File: src/shared/mscd_defs.vh
`ifndef MSCD_DEFS_VH
`define MSCD_DEFS_VH

// ==========================================================
// register offsets (word index on the register port)
`define MSCD_ADDR_W          5
`define MSCD_OFS_SRC_DIR     5'h08
`define MSCD_OFS_ACCEL       5'h09
`define MSCD_OFS_INPUT_TYPE  5'h0a
`define MSCD_OFS_STARTUP     5'h0b
`define MSCD_OFS_OBS_P       5'h0c
`define MSCD_OFS_OBS_I       5'h0d
`define MSCD_OFS_OUT_PIN     5'h0e
`define MSCD_OFS_POS_DETECT  5'h12
`define MSCD_OFS_NUDGE_OFF   5'h15
`define MSCD_OFS_RESP_RATIO  5'h16
`define MSCD_OFS_STATUS      5'h1f

// ==========================================================
// reset value of every configuration register
`define MSCD_CFG_RESET       16'h0000
// speed feedback pin level while disabled and in reset
`define MSCD_FB_PIN_IDLE     1'b1

// ==========================================================
// field positions
`define MSCD_B_CLOSED_LOOP   11
`define MSCD_B_CLOCK_FMT     12
`define MSCD_B_RAMP_SCALE    13
`define MSCD_B_PHASE_ORDER   14
`define MSCD_B_PWM_RANGE     15
`define MSCD_B_SRC_SELECT    11
`define MSCD_B_FB_DISABLE    4
`define MSCD_F_ACCEL         7:0
`define MSCD_F_STARTUP       11:10
`define MSCD_F_OBS_GAIN      7:0
`define MSCD_F_POS_LIMIT     13:8
`define MSCD_F_NUDGE         7:5
`define MSCD_F_OFF_THRESH    9:8
`define MSCD_F_RESP_RATIO    5:0

// ==========================================================
// startup method codes
`define MSCD_START_SIX       2'h0
`define MSCD_START_TWO       2'h1
`define MSCD_START_NUDGE     2'h2
`define MSCD_START_ALIGN     2'h3

// off threshold codes and their percentages
`define MSCD_OFF_CODE_0      2'h0
`define MSCD_OFF_CODE_1      2'h1
`define MSCD_OFF_CODE_2      2'h2
`define MSCD_OFF_PCT_0       7'h0a
`define MSCD_OFF_PCT_1       7'h06
`define MSCD_OFF_PCT_2       7'h0f
`define MSCD_OFF_PCT_3       7'h14

// ==========================================================
// scaling: ramp in 0.05 Hz/s steps, high range is 64 steps per lsb
`define MSCD_RAMP_HI_SHIFT   6
// position detect threshold in mA per lsb
`define MSCD_POS_MA_PER_LSB  13'h0056
// nudge amplitude in 0.1 % units: 32 per lsb plus 24
`define MSCD_NUDGE_PER_LSB   8'h20
`define MSCD_NUDGE_OFFSET    8'h18
// legal range of the response/ratio field
`define MSCD_RATIO_MIN       6'h01
`define MSCD_RATIO_MAX       6'h29

`endif

File: src/hdl/mscd_phase_seq.v
`timescale 1ns/10ps
`include "mscd_defs.vh"

module mscd_phase_seq (
  // clock and reset
  input  wire       clock,
  input  wire       sys_rst,
  // control
  input  wire       step,
  input  wire       fwdOrder,
  // phase one-hot {C,B,A}
  output reg  [2:0] phaseSel
);

  // ==========================================================
  // states
  localparam [2:0] PH_A = 3'h1;
  localparam [2:0] PH_B = 3'h2;
  localparam [2:0] PH_C = 3'h4;

  // ==========================================================
  // advance one phase per step, order picked per step so a
  // direction change takes effect on the very next commutation
  always @(posedge clock) begin
    if (sys_rst) begin
      phaseSel <= PH_A;
    end else if (step) begin
      case (phaseSel)
        PH_A: begin
          phaseSel <= fwdOrder ? PH_B : PH_C;
        end
        PH_B: begin
          phaseSel <= fwdOrder ? PH_C : PH_A;
        end
        PH_C: begin
          phaseSel <= fwdOrder ? PH_A : PH_B;
        end
        default: begin
          phaseSel <= PH_A; // recover from an illegal code
        end
      endcase
    end
  end

endmodule // mscd_phase_seq

File: src/hdl/mscd_speed_cfg.v
`timescale 1ns/10ps
`include "mscd_defs.vh"

// Behaviour
// speed loop bit selects closed or open loop
// source bit one picks analog, else digital
// format bit one means clock, else PWM
// range bit one means PWM up to 2.8kHz
// ramp rate is field times 0.05 or 3.2
// closed loop time constant is field over 15
// open loop ignores response field for dynamics
// clock mode rpm is frequency times field quarter
// host keeps response field within 1 to 41
// two-bit code selects off threshold percentage
// disable bit holds speed feedback pin high
// two-bit code selects the startup method
// position detect current is field times 0.086A
// nudge amplitude is field times 3.2 plus 2.4
// eight-bit field is observer proportional gain
// eight-bit field is observer integral gain
// order bit picks ABC or ACB commutation
// demand under off threshold stops the motor

module mscd_speed_cfg #(
  parameter FREQ_W = 16,
  parameter PCT_W  = 7
) (
  // clock and reset
  input  wire                  clock,
  input  wire                  sys_rst,
  // register port (decoded host accesses)
  input  wire [`MSCD_ADDR_W-1:0] regAddr,
  input  wire                  regWrEn,
  input  wire [15:0]           regWrData,
  input  wire                  regRdEn,
  output reg  [15:0]           regRdData,
  // speed demand sources, in percent, and the clock input frequency in Hz
  input  wire [PCT_W-1:0]      analogDemand,
  input  wire [PCT_W-1:0]      pwmDuty,
  input  wire [PCT_W-1:0]      clkDemand,
  input  wire [FREQ_W-1:0]     clkInFreqHz,
  // commutation and feedback
  input  wire                  phaseStep,
  input  wire                  feedbackLevel,
  // speed mode outputs
  output reg                   closedLoopEn,
  output reg                   analogSel,
  output reg                   clockFmtSel,
  output reg                   pwmLowRange,
  output reg  [13:0]           rampRate,
  output reg  [5:0]            respTc,
  output reg  [FREQ_W+5:0]     targetRpmQ,
  output reg  [PCT_W-1:0]      offThreshPct,
  output reg                   motorRun,
  output reg                   ratioBad,
  // startup and observer outputs
  output reg  [3:0]            startupSel,
  output reg  [12:0]           posDetectLimitMa,
  output reg  [7:0]            nudgeAmp,
  output reg  [7:0]            observerPropGain,
  output reg  [7:0]            observerIntegGain,
  // pins
  output reg                   speedFeedbackPin,
  output wire [2:0]            phaseSel
);

  // ==========================================================
  // configuration storage
  // every index reads safely; only the ten mapped words are ever written
  reg  [15:0] cfgMem [0:31];
  wire [15:0] srcDir;
  wire [15:0] accelCfg;
  wire [15:0] inputType;
  wire [15:0] startupCfg;
  wire [15:0] obsPCfg;
  wire [15:0] obsICfg;
  wire [15:0] outPinCfg;
  wire [15:0] posCfg;
  wire [15:0] nudgeOffCfg;
  wire [15:0] respCfg;

  // only the mapped offsets hold storage
  // the status word is read only, so it is not listed here
  function isMapped;
    input [`MSCD_ADDR_W-1:0] a;
    begin
      case (a)
        `MSCD_OFS_SRC_DIR,
        `MSCD_OFS_ACCEL,
        `MSCD_OFS_INPUT_TYPE,
        `MSCD_OFS_STARTUP,
        `MSCD_OFS_OBS_P,
        `MSCD_OFS_OBS_I,
        `MSCD_OFS_OUT_PIN,
        `MSCD_OFS_POS_DETECT,
        `MSCD_OFS_NUDGE_OFF,
        `MSCD_OFS_RESP_RATIO: isMapped = 1'b1;
        default: isMapped = 1'b0;
      endcase
    end
  endfunction

  // ==========================================================
  // one write process per entry; unmapped entries stay at reset
  genvar gi;
  generate
    for (gi = 0; gi < 32; gi = gi + 1) begin : gEntry
      // sized copy of the index, so compare and lookup see address width
      localparam [`MSCD_ADDR_W-1:0] ENTRY = gi;
      always @(posedge clock) begin
        if (sys_rst) begin
          cfgMem[gi] <= `MSCD_CFG_RESET;
        end else if (regWrEn && (regAddr == ENTRY) && isMapped(ENTRY)) begin
          cfgMem[gi] <= regWrData;
        end
      end
    end
  endgenerate

  assign srcDir      = cfgMem[`MSCD_OFS_SRC_DIR];
  assign accelCfg    = cfgMem[`MSCD_OFS_ACCEL];
  assign inputType   = cfgMem[`MSCD_OFS_INPUT_TYPE];
  assign startupCfg  = cfgMem[`MSCD_OFS_STARTUP];
  assign obsPCfg     = cfgMem[`MSCD_OFS_OBS_P];
  assign obsICfg     = cfgMem[`MSCD_OFS_OBS_I];
  assign outPinCfg   = cfgMem[`MSCD_OFS_OUT_PIN];
  assign posCfg      = cfgMem[`MSCD_OFS_POS_DETECT];
  assign nudgeOffCfg = cfgMem[`MSCD_OFS_NUDGE_OFF];
  assign respCfg     = cfgMem[`MSCD_OFS_RESP_RATIO];

  // ==========================================================
  // decoded mode bits
  // bit 11 means loop select in one word and source select in another
  wire       loopBit   = srcDir[`MSCD_B_CLOSED_LOOP];
  wire       fmtBit    = srcDir[`MSCD_B_CLOCK_FMT];
  wire       scaleBit  = srcDir[`MSCD_B_RAMP_SCALE];
  wire       orderBit  = srcDir[`MSCD_B_PHASE_ORDER];
  wire       rangeBit  = srcDir[`MSCD_B_PWM_RANGE];
  wire       srcBit    = inputType[`MSCD_B_SRC_SELECT];
  wire       fbDisable = outPinCfg[`MSCD_B_FB_DISABLE];
  wire [7:0] accel     = accelCfg[`MSCD_F_ACCEL];
  wire [1:0] startCode = startupCfg[`MSCD_F_STARTUP];
  wire [5:0] posField  = posCfg[`MSCD_F_POS_LIMIT];
  wire [2:0] nudgeFld  = nudgeOffCfg[`MSCD_F_NUDGE];
  wire [1:0] offCode   = nudgeOffCfg[`MSCD_F_OFF_THRESH];
  wire [5:0] ratio     = respCfg[`MSCD_F_RESP_RATIO];

  // ==========================================================
  // arithmetic, all integer so no divider is needed: outputs
  // carry fixed units, scaled where each one is used
  wire [13:0]       rampLo   = {6'h00, accel};
  // eight bits shifted by six fill fourteen exactly, so nothing is lost
  wire [13:0]       rampHi   = {6'h00, accel} << `MSCD_RAMP_HI_SHIFT;
  // a zero ratio gives zero rpm; ratioBad reports it, the decode does not
  wire [FREQ_W+5:0] rpmProd  = clkInFreqHz * ratio;
  wire [12:0]       posProd  = {7'h00, posField} * `MSCD_POS_MA_PER_LSB;
  wire [7:0]        nudgeVal = ({5'h00, nudgeFld} * `MSCD_NUDGE_PER_LSB)
                               + `MSCD_NUDGE_OFFSET;
  wire              isClock  = !srcBit && fmtBit;

  // ==========================================================
  // off threshold lookup
  // the codes do not rise in order: code 1 is the lowest threshold
  reg [PCT_W-1:0] offPct;
  always @* begin
    case (offCode)
      `MSCD_OFF_CODE_0: offPct = `MSCD_OFF_PCT_0;
      `MSCD_OFF_CODE_1: offPct = `MSCD_OFF_PCT_1;
      `MSCD_OFF_CODE_2: offPct = `MSCD_OFF_PCT_2;
      default:          offPct = `MSCD_OFF_PCT_3;
    endcase
  end

  // ==========================================================
  // demand source mux: analog, else clock or PWM
  // the format bit is ignored while the analog source is chosen
  reg [PCT_W-1:0] demand;
  always @* begin
    if (srcBit) begin
      demand = analogDemand;
    end else if (fmtBit) begin
      demand = clkDemand;
    end else begin
      demand = pwmDuty;
    end
  end

  // ==========================================================
  // startup method one-hot {align, nudge, two, six}
  localparam [3:0] START_HOT_SIX   = 4'h1;
  localparam [3:0] START_HOT_TWO   = 4'h2;
  localparam [3:0] START_HOT_NUDGE = 4'h4;
  localparam [3:0] START_HOT_ALIGN = 4'h8;

  reg [3:0] startOneHot;
  always @* begin
    case (startCode)
      `MSCD_START_SIX:   startOneHot = START_HOT_SIX;
      `MSCD_START_TWO:   startOneHot = START_HOT_TWO;
      `MSCD_START_NUDGE: startOneHot = START_HOT_NUDGE;
      default:           startOneHot = START_HOT_ALIGN;
    endcase
  end

  // ==========================================================
  // registered speed mode outputs
  always @(posedge clock) begin
    if (sys_rst) begin
      closedLoopEn <= 1'b0;
      analogSel    <= 1'b0;
      clockFmtSel  <= 1'b0;
      pwmLowRange  <= 1'b0;
      rampRate     <= 14'h0000;
      respTc       <= 6'h00;
      targetRpmQ   <= {(FREQ_W+6){1'b0}};
      offThreshPct <= `MSCD_OFF_PCT_0;
      motorRun     <= 1'b0;
      ratioBad     <= 1'b0;
    end else begin
      closedLoopEn <= loopBit;
      analogSel    <= srcBit;
      clockFmtSel  <= fmtBit;
      pwmLowRange  <= rangeBit;
      rampRate     <= scaleBit ? rampHi : rampLo;
      // open loop forces zero so nothing downstream sees a constant
      respTc       <= loopBit ? ratio : 6'h00;
      // rpm in quarter-rpm units, only meaningful in clock mode
      targetRpmQ   <= isClock ? rpmProd : {(FREQ_W+6){1'b0}};
      offThreshPct <= offPct;
      // stop below threshold; equal counts as running
      motorRun     <= (demand >= offPct);
      // field only matters in closed loop or clock mode
      // the flag only reports; the decode still uses the field as written
      ratioBad     <= (loopBit || isClock) &&
                      ((ratio < `MSCD_RATIO_MIN) || (ratio > `MSCD_RATIO_MAX));
    end
  end

  // ==========================================================
  // registered startup, observer and pin outputs
  always @(posedge clock) begin
    if (sys_rst) begin
      startupSel        <= START_HOT_SIX;
      posDetectLimitMa  <= 13'h0000;
      nudgeAmp          <= 8'h00;
      observerPropGain  <= 8'h00;
      observerIntegGain <= 8'h00;
      speedFeedbackPin  <= `MSCD_FB_PIN_IDLE;
    end else begin
      startupSel        <= startOneHot;
      posDetectLimitMa  <= posProd;
      // amplitude demand only while slight-move startup is chosen
      nudgeAmp          <= (startCode == `MSCD_START_NUDGE) ? nudgeVal : 8'h00;
      // gains pass through; their scaling belongs to the observer
      observerPropGain  <= obsPCfg[`MSCD_F_OBS_GAIN];
      observerIntegGain <= obsICfg[`MSCD_F_OBS_GAIN];
      // held high keeps the shared pin quiet for host traffic
      speedFeedbackPin  <= fbDisable ? `MSCD_FB_PIN_IDLE : feedbackLevel;
    end
  end

  // ==========================================================
  // commutation order
  // the order bit is read at every step, so a change needs no restart
  mscd_phase_seq uPhase (
    .clock    (clock),
    .sys_rst  (sys_rst),
    .step     (phaseStep),
    .fwdOrder (orderBit),
    .phaseSel (phaseSel)
  );

  // ==========================================================
  // status word: {ratio bad, run, nudge chosen, phase, closed loop}
  // nudge flag comes from the stored code, so it leads startupSel by a cycle
  wire        nudgeChosen = (startOneHot == START_HOT_NUDGE);
  wire [15:0] statusWord  = {9'h000, ratioBad, motorRun, nudgeChosen,
                             phaseSel, loopBit};

  // ==========================================================
  // read selection: status word, storage, zero elsewhere
  reg [15:0] rdSel;
  always @* begin
    if (regAddr == `MSCD_OFS_STATUS) begin
      rdSel = statusWord;
    end else if (isMapped(regAddr)) begin
      rdSel = cfgMem[regAddr];
    end else begin
      rdSel = 16'h0000; // unmapped reads return zero
    end
  end

  // ==========================================================
  // read data holds until the next read strobe
  always @(posedge clock) begin
    if (sys_rst) begin
      regRdData <= 16'h0000;
    end else if (regRdEn) begin
      regRdData <= rdSel;
    end
  end

endmodule // mscd_speed_cfg

File: config.mk
export PLATFORM = sky130hd
export DESIGN_NAME = mscd_speed_cfg
export DESIGN_NICKNAME = d
export VERILOG_FILES = /design/src/hdl/mscd_phase_seq.v /design/src/hdl/mscd_speed_cfg.v
export VERILOG_INCLUDE_DIRS = /design/src /design/src/shared
export SDC_FILE = /design/constraint.sdc
export NUM_CORES = 1
export LEC_CHECK = 0
export BUFFER_PORTS_ARGS = -buffer_cell sky130_fd_sc_hd__buf_2
export CAP_MARGIN = 20
export CORE_MARGIN = 4
export CORE_UTILIZATION = 30
export DETAILED_ROUTE_END_ITERATION = 8
export SYNTH_ARGS = -nofsm -noshare
export SYNTH_HDL_FRONTEND = slang
export SYNTH_SLANG_ARGS = --single-unit
File: constraint.sdc
create_clock -name clock -period 8.15 [get_ports clock]
set_clock_uncertainty 0.15 [all_clocks]
set_input_delay 0.4075 -clock clock [delete_from_list [all_inputs] [get_ports clock]]
set_output_delay 0.4075 -clock clock [all_outputs]
set_load 0.01 [all_outputs]
### Word level (Yosys, flattened, before mapping)

Memories as Yosys holds them, arrays and structs flattened. A register that Yosys moved wholly into a read port is not among the register bits.
Index checks and enable logic that the tools add are counted.

| word-level totals | value |
|---|---|
| output and inout bits | 116 |
| bits in read-only memories | 32 |
| memories | 2 |
| register bits after elaboration | 100 |
| memory bits (writable) | 512 |

| cells by class | value |
|---|---|
| eq/ne operators | 19 |
| multiplexer cells | 54 |
| reductions and logical operators | 23 |
| $lt $le $gt $ge | 3 |
| add/sub/neg operators | 1 |
| $mul | 2 |
| bitwise gates (word level) | 14 |

Memories:

| name | words | width | rd ports | clocked after Yosys merged registers in | write ports | RTL line | RTL |
|---|---|---|---|---|---|---|---|
| cfgMem | 32 | 16 | 11 | 2 | 32 | mscd_speed_cfg.v:70 | `reg [15:0] cfgMem [0:31];` |
| (no name shown) | 32 | 1 | 1 | 0 | 0 | mscd_speed_cfg.v:87 | `case (a)` |

Operators with widths:

| cell | count |
|---|---|
| $mux 16 | 12 |
| $eq 5x4->1 const B | 7 |
| $mux 1 | 33 |
| $mul 16x6->22 | 1 |
| $eq 5x5->1 const B | 4 |
| $pmux 5 s3 | 1 |
| $mux 7 | 2 |
| $logic_and 1x1->1 | 12 |
| $mul 6x6->12 const B | 1 |
| $pmux 4 s3 | 1 |
| $reduce_or 2->1 | 6 |
| $or 1x1->1 | 10 |
| $pmux 3 s3 | 1 |
| $add 8x5->8 const B | 1 |
| $mux 8 | 1 |
| $ge 7x7->1 | 1 |
| $gt 6x6->1 const B | 1 |
| $lt 6x1->1 const B | 1 |
| $mux 3 | 2 |
| $eq 2x1->1 const B | 2 |
| $eq 2x2->1 const B | 2 |
| $eq 4x3->1 const B | 1 |
| $logic_not 2->1 | 2 |
| $not 1->1 | 4 |
| other kinds (6) | 7 |

### Depth between registers and ports, before layout

Gate-level depths: netlist of the first run.

| depth | value |
|---|---|
| depth in word-level cells | 6 |
| mapped depth | 15 |
| depth with buffers taken out | 13 |

### Hierarchy

From an unflattened synthesis of the first run, not the netlist that was laid out.

| second synthesis, totals | value |
|---|---|
| cell total of the unflattened synthesis | 1344 |
| area total of the unflattened synthesis | 14687.8 um^2 |

By module, submodules not included:

| module | instances | seq. area each (um^2) | cells each | area each (um^2) |
|---|---|---|---|---|
| mscd_speed_cfg | 1 | 6926.6 | 1325 | 14507.7 |
| mscd_phase_seq | 1 | 60.1 | 19 | 180.2 |

### Least setup slack after synthesis of the first run

OpenSTA, ideal clock, no wires.

| path | value |
|---|---|
| path type | register to register |
| start | memory cfgMem[22][4] |
| end | register targetRpmQ[19] |
| data arrival time | 3.809 ns |
| period minus slack after synthesis | 4.031 ns |
| cell stages (with the launch flop) | 15 |
| buffers on the path | 3 |
| slack | 4.119 ns |
| cells stage by stage | edfxtp_1 clkbuf_1 clkbuf_1 and2_1 fa_1 fa_1 inv_1 fa_1 inv_1 ha_1 clkbuf_1 and4_1 and3_1 a211oi_1 mux2i_1 |

RTL lines:

| what | RTL line | RTL |
|---|---|---|
| start: declaration | mscd_speed_cfg.v:70 |  |
| end signal: assignment | mscd_speed_cfg.v:215 | `targetRpmQ <= {(FREQ_W+6){1'b0}};` |
| end signal: assignment | mscd_speed_cfg.v:228 | `targetRpmQ <= isClock ? rpmProd : {(FREQ_W+6){1'b0}};` |
| end: declaration | mscd_speed_cfg.v:52 | `output reg [FREQ_W+5:0] targetRpmQ,` |

==> results of run 1 <==
[cells in the final DEF (no fill, tap or decap), types with 10 or more instances in the layout]
cell type / synthesis / layout
a21o_1: 15 / 15
a21oi_1: 47 / 47
and2_1: 222 / 222
and3_1: 51 / 51
buf_2: 16 / 173
clkbuf_16: 0 / 34
dfxtp_1: 109 / 109
edfxtp_1: 160 / 160
fa_1: 62 / 62
ha_1: 68 / 68
inv_1: 110 / 110
mux2i_1: 47 / 47
mux4_2: 13 / 13
nand2_1: 70 / 70
nand2b_1: 16 / 16
nor2_1: 44 / 43
nor2b_1: 37 / 37
nor3b_1: 10 / 10
o211ai_1: 19 / 19
o21ai_0: 36 / 36
[area by class of cell]
type / instances / share of cell area (%)
clock inverter: 18 / 1.08
sequential: 269 / 40.1
multi-input combinational: 892 / 41.0
clock buffer: 43 / 5.14
inverter: 110 / 2.37
antenna: 7 / 0.101
timing repair buffer: 183 / 5.43
tap: 664 / 4.77
[layer usage]
layer / track usage, % / share of wire, %
met1: 20.2 / 43
met2: 24.8 / 47
met3: 3.75 / 7.1
met4: 4.51 / 2.8
met5: 0 / 0.12
[timing repair]
item                                   4_1_cts  5_1_grt
buffers inserted                             0        0
hold buffers                                 2        0
endpoints found under the hold margin        2        0
[state kept, by name (all words and copies together) (netlist names)]
name,flops
ratioBad,1
posDetectLimitMa,12
regRdData,16
cfgMem,160
motorRun,1
observerIntegGain,8
uPhase.phaseSel,3
speedFeedbackPin,1
observerPropGain,8
targetRpmQ,22
pwmLowRange,1
nudgeAmp,4
offThreshPct,5
startupSel,4
analogSel,1
rampRate,14
closedLoopEn,1
clockFmtSel,1
respTc,6
[cell usage after synthesis, types with 9 or more instances]
cell type / instances
buf_2: 16
dfxtp_1: 109
ha_1: 68
o21ai_0: 36
mux2i_1: 47
fa_1: 62
nand2b_1: 16
clkbuf_1: 46
a21oi_1: 47
inv_1: 110
nor2_1: 44
and2_1: 222
nor3b_1: 10
nand2_1: 70
a22oi_1: 9
o211ai_1: 19
mux4_2: 13
and3_1: 51
nor2b_1: 37
a21o_1: 15
nor3_1: 10
edfxtp_1: 160
[worst max-delay path by stage]
stage               slack [ns]  cells past startpoint             end           from
CTS                       3.81                     12  targetRpmQ[17]  cfgMem[22][5]
detailed placement        3.81                     12  targetRpmQ[17]  cfgMem[22][4]
finish                    3.77                     12  targetRpmQ[17]  cfgMem[22][5]
floorplan                 4.12                     14  targetRpmQ[19]  cfgMem[22][4]
global placement          3.86                     12  targetRpmQ[17]  cfgMem[22][5]
global route              3.47                     12  targetRpmQ[15]  cfgMem[22][4]
[stage by stage]
step	setup WS [ns]	hold WS, ns	utilization, %	cells	area [um2]
4_1_cts	3.81	0.0222	35.5	2179	17400
6_report	3.77	0.0674	35.6	2186	17400
2_1_floorplan	4.12	0.284	-	1352	14900
3_5_place_dp	3.81	0.336	33.3	2116	16300
5_1_grt	3.47	0.0532	35.5	2179	17400
3_3_place_gp	3.86	0.329	33.3	2116	16300
[kinds of logic (layout without fill, tap and decap cells)]
kind of cell    after synthesis  count (layout)  share of synthesized area, %
compound gates              176             176                          7.64
xor+xnor                      9               9                         0.529
fa+ha+maj                   130             130                          14.1
buf+inv                     191             354                          5.37
flops                       269             269                          46.9
mux                          67              67                          5.96
other cells                   1              13                        0.0252
simple gates                504             504                          19.5
[power by group through the flow]
stage	Clock [mW]	Combinational (mW)	Sequential, mW
after CTS	1.50	0.928	1.58
after detailed placement	0	0.921	1.61
after global placement	0	0.910	1.61
final	1.47	0.920	1.58
after global routing	1.57	1.05	1.59
after floorplan	0	0.653	1.61
==> impl_results.md, run 1 <==
- Critical R2R Capture: targetRpmQ[17]
- Post-DP HPWL: 29.3 mm
- Power density cells: 228 mW/mm2
- Routed Antenna Nets: 0
- P_sw: 1.20 mW
- Area of the multi-input gates: 0.00713 mm2
- Sequential share of power: 39.8%
- Status: finished clean
- Final Hold Vio Count: 0
- Critical Path AT: 4.66 ns
- Final Setup Violations: 0
- Design Power: 3.97 mW
- Initial Utilization: 30.4%
- Cell mode on critical path: fa_1
- Clock power share: 37.0%
- Post-synth EDFFs: 160
- Fin crit period: 4.38 ns
- Netlist cell types: 65
- DR pass1 iterations: 6
- GR Overflow Total: 0
- Cell taking the most area after synthesis: edfxtp_1
- Vias per inst: 4.73
- Relative slew slack: 30.2%
- Sw Share: 30.2%
- CP Data Required Time: 8.43 ns
- Peak VDD IR: 0.000124 V
- Root Driver: clkbuf_16
- Syn avg cell area: 11.1 um2
- Flops & latches, synth: 269
- Yosys warns: 0
- Crit-path leading delay family: adder cells
- Critical Path Max Stage Delay: 0.64 ns
- Global-route wire length before repair: 62.8 mm
- Largest net degree at the start of global routing: 62
- Initial DRC Count: 655
- Die Wd: 231 um
- Core Box Area: 0.0490 mm2
- Fin nets: 1684
- RePlAce Congestion: 0.852
- MaxCap Viol Count: 0
- Main area contributors after synthesis: edfxtp_1, dfxtp_1, and2_1, fa_1, ha_1
- Clock-pin slew on the worst setup and hold paths: 0.06 ns
- Fillers: 4924
- Vias in the first global route: 10476
- CTS-repair resized insts: 0
- Crit-path max FO: 20
- Share of post-route cells with drive strength above 1: 17.2%
- Combinational share of power: 23.2%
- Worst Path Buf+Inv: 2
- Clk sinks: 269
- Crit path cell chain: and2_1, fa_1, fa_1, inv_1, fa_1, inv_1, ha_1, o211ai_1, a21o_1, a21oi_1, o21ai_0, mux2i_1
- Kind of critical path: reg2reg
- Slowest cell on crit path: edfxtp_1
- CP Capture Type: flop
- Area fraction of the dominant cell type after synthesis: 32.3%
- Clock Latency Late Sink: 0.55 ns
- CTS H-tree depth: 2
- Ys flop type: edfxtp_1
- Worst slew pin tran: 1.04 ns
- Hold Crit Class: in2reg
- DR WL/cell: 18.8 um
- Sequential cell area: 0.00699 mm2
- Full die area: 0.0533 mm2
- Reg2reg start: cfgMem[22][5]
- Cells after Synth: 1347
- # IOs: 180
- CTS Buf Count: 34
- CTS tree: done
- Post-Synthesis Cell Area: 0.0149 mm2
- Hold Crit Endpoint: targetRpmQ[0]
- Initial antenna violation count: 8
- Sequential-to-total area share from yosys stat: 46.9%
- Fin crit share: 53.8%
- Hold depth: 2
- TNS Setup: 0 ns
- Die Y: 231 um
- Number of port buffers: 173
- Layout area overhead: 16.9%
- Hold Startpoint: clkInFreqHz[0]
- GRT Util Overall: 15.3%
- Vias: 10349
- Worst-case clock buffer depth: 3
- Leak pwr: 7.61 nW
- Final WL: 41.0 mm
- Internal: 2.77 mW
- DR DRC count: 0
- FMAX: 228 MHz
- RSZ-0062 raised after global routing: no
- Startpoint Class: flop
- Core Rows: 81
- Final slew viol count: 0
- Worst reg2reg path depth: 12
- R2r setup slk: 3.77 ns
- Synth async-reset ratio: 0%
(Power assumes the default switching activity.)
==> run 2: changes to the inputs <==
Clock period 8.15 ns to 3.57 ns, I/O delays scaled along.
==> run 2 against run 1 <==
  * The flow now finishes with violations (setup timing)
  * Die area stayed put
  * Core utilization is 2.7 points higher
  * Combinational power grew to 3.3 times the previous value
  * Register-to-register slack worse by 4.1 ns
  * Power rose by 140%
  * Clock-buffer cell count fell by 3
  * Maximum frequency rose by 13%
  * Critical endpoint is now targetRpmQ[18]
==> impl_results.md, run 2 (synthesis results as in run 1) <==
- Status: finished with violations
- Failing checks: setup timing
- RePlAce Congestion: 0.838
- Relative slew slack: 35.8%
- Final Hold Vio Count: 0
- Clk sinks: 269
- Kind of critical path: reg2reg
- Hold Crit Class: in2reg
- GR Overflow Total: 0
- CTS tree: done
- Final slew viol count: 0
- R2r setup slk: -0.29 ns
- # IOs: 180
- Full die area: 0.0533 mm2
- Hold depth: 3
- Fin crit period: 3.86 ns
- Fin nets: 1801
- Global-route wire length before repair: 65.7 mm
- Post-DP HPWL: 30.8 mm
- GRT Util Overall: 15.8%
- Final WL: 42.8 mm
- Max FFs per register: 160
- Vias per inst: 4.68
- Post-route setup slack: -0.294 ns
- Die Y: 231 um
- Clock-pin slew on the worst setup and hold paths: 0.07 ns
- Slowest cell on crit path: fa_1
- CTS Buf Count: 31
- Worst reg2reg path depth: 15
- CP Capture Type: flop
- Worst-case clock buffer depth: 3
- Finished layout cell area: 0.0187 mm2
- Core Rows: 81
- Largest net degree at the start of global routing: 81
- Leak pwr: 8.19 nW
- Core Box Area: 0.0490 mm2
- FMAX: 259 MHz
- Commonest non-fill, non-tap cell in the layout: and2_1
- Worst slew pin tran: 0.950 ns
- Final Setup Violations: 13
- Number of port buffers: 173
- Critical Path Max Stage Delay: 0.49 ns
- CP Data Required Time: 3.93 ns
- Startpoint Class: flop
- Most frequent cells in the layout: and2_1, buf_2, edfxtp_1
- Crit-path max FO: 8
- Initial Utilization: 30.4%
- DR pass1 iterations: 7
- DR WL/cell: 18.6 um
- Initial antenna violation count: 3
- CTS H-tree depth: 1
- Critical Path AT: 4.23 ns
- Regs by FF count: cfgMem x160, targetRpmQ x22, regRdData x16
- Power density cells: 518 mW/mm2
- Design Power: 9.70 mW
- Routed Antenna Nets: 0
- Fin crit share: 108%
- MaxCap Viol Count: 0
- Root Driver: clkbuf_16
- Initial DRC Count: 803
- Die Wd: 231 um
- RSZ-0062 raised after global routing: yes
- Peak VDD IR: 0.000374 V
- Vias in the first global route: 11227
- Crit-path leading delay family: adder cells
- Clock Latency Late Sink: 0.60 ns
- Layout area overhead: 25.8%
- Share of post-route cells with drive strength above 1: 25.8%
- Largest Register: cfgMem
- Worst Path Buf+Inv: 6
- Dpl cell area: 0.0171 mm2
- Critical path depth: 15
- Crit path cell chain: buf_6, buf_4, buf_4, and2_1, fa_1, fa_1, inv_1, fa_1, inv_1, ha_4, buf_4, o21ai_0, a21oi_2, o31ai_2, nor3b_2
- Vias: 10747
- DR DRC count: 0
run 2: routing by layer:
| metal | track usage [%] | share of wire [%] |
|---|---|---|
| met2 | 26.6 | 47 |
| met5 | 0 | 0.065 |
| met3 | 3.23 | 5.8 |
| met1 | 20.7 | 43 |
| met4 | 4.55 | 3.3 |
run 2: power by group:
part | switching [mW] | internal, mW | total (mW)
combinational | 1.55 | 1.46 | 3.01
sequential | 0.0962 | 3.50 | 3.59
clock | 1.33 | 1.77 | 3.10
run 2: path summary, 6_finish.rpt:
kind / end / startpoint
worst min-delay path: analogSel / sys_rst
worst max-delay path: targetRpmQ[18] / cfgMem[22][5]
worst max register to register: targetRpmQ[18] / cfgMem[22][5]
worst min register to register: nudgeAmp[5] / cfgMem[21][5]
run 2: through the flow:
step                setup slack [ns]  setup TNS (ns)  instances  utilization, %  hold WS, ns
floorplan                     -0.241           -1.17       1352               -        0.127
global placement              -0.362           -3.57       2191            34.8        0.211
detailed placement            -0.446           -4.37       2191            34.8        0.213
CTS                           -0.273           -2.41       2287            37.9      0.00391
global route                  -0.447           -4.69       2295            38.2       0.0166
finish                        -0.294           -2.60       2297            38.3      0.00359
run 2: worst reg2reg max path, delay by kind of cell, from the launching register on:
kind / cells / cell delay (ns)
simple gates: 2 / 0.33
flops: 1 / 0.38
buf+inv: 6 / 0.69
fa+ha+maj: 4 / 1.64
compound gates: 3 / 0.59
run 2: final cells by class:
class                   instances  area, um2
repair buffers                303       2010
inverters                     110        413
well taps                     664        831
multi-input cells             892       7510
flip-flops and latches        269       6990
clock inverters                17        159
fillers                      4790      30200
clock buffers                  40        820
diodes                          2       5.00
run 2: timing repair:
item	CTS	global route
setup endpoints to repair	15	16
endpoints found under the hold margin	172	0
pin swaps	24	14
gates resized for setup	37	28
buffers inserted	13	7
hold buffers	26	0
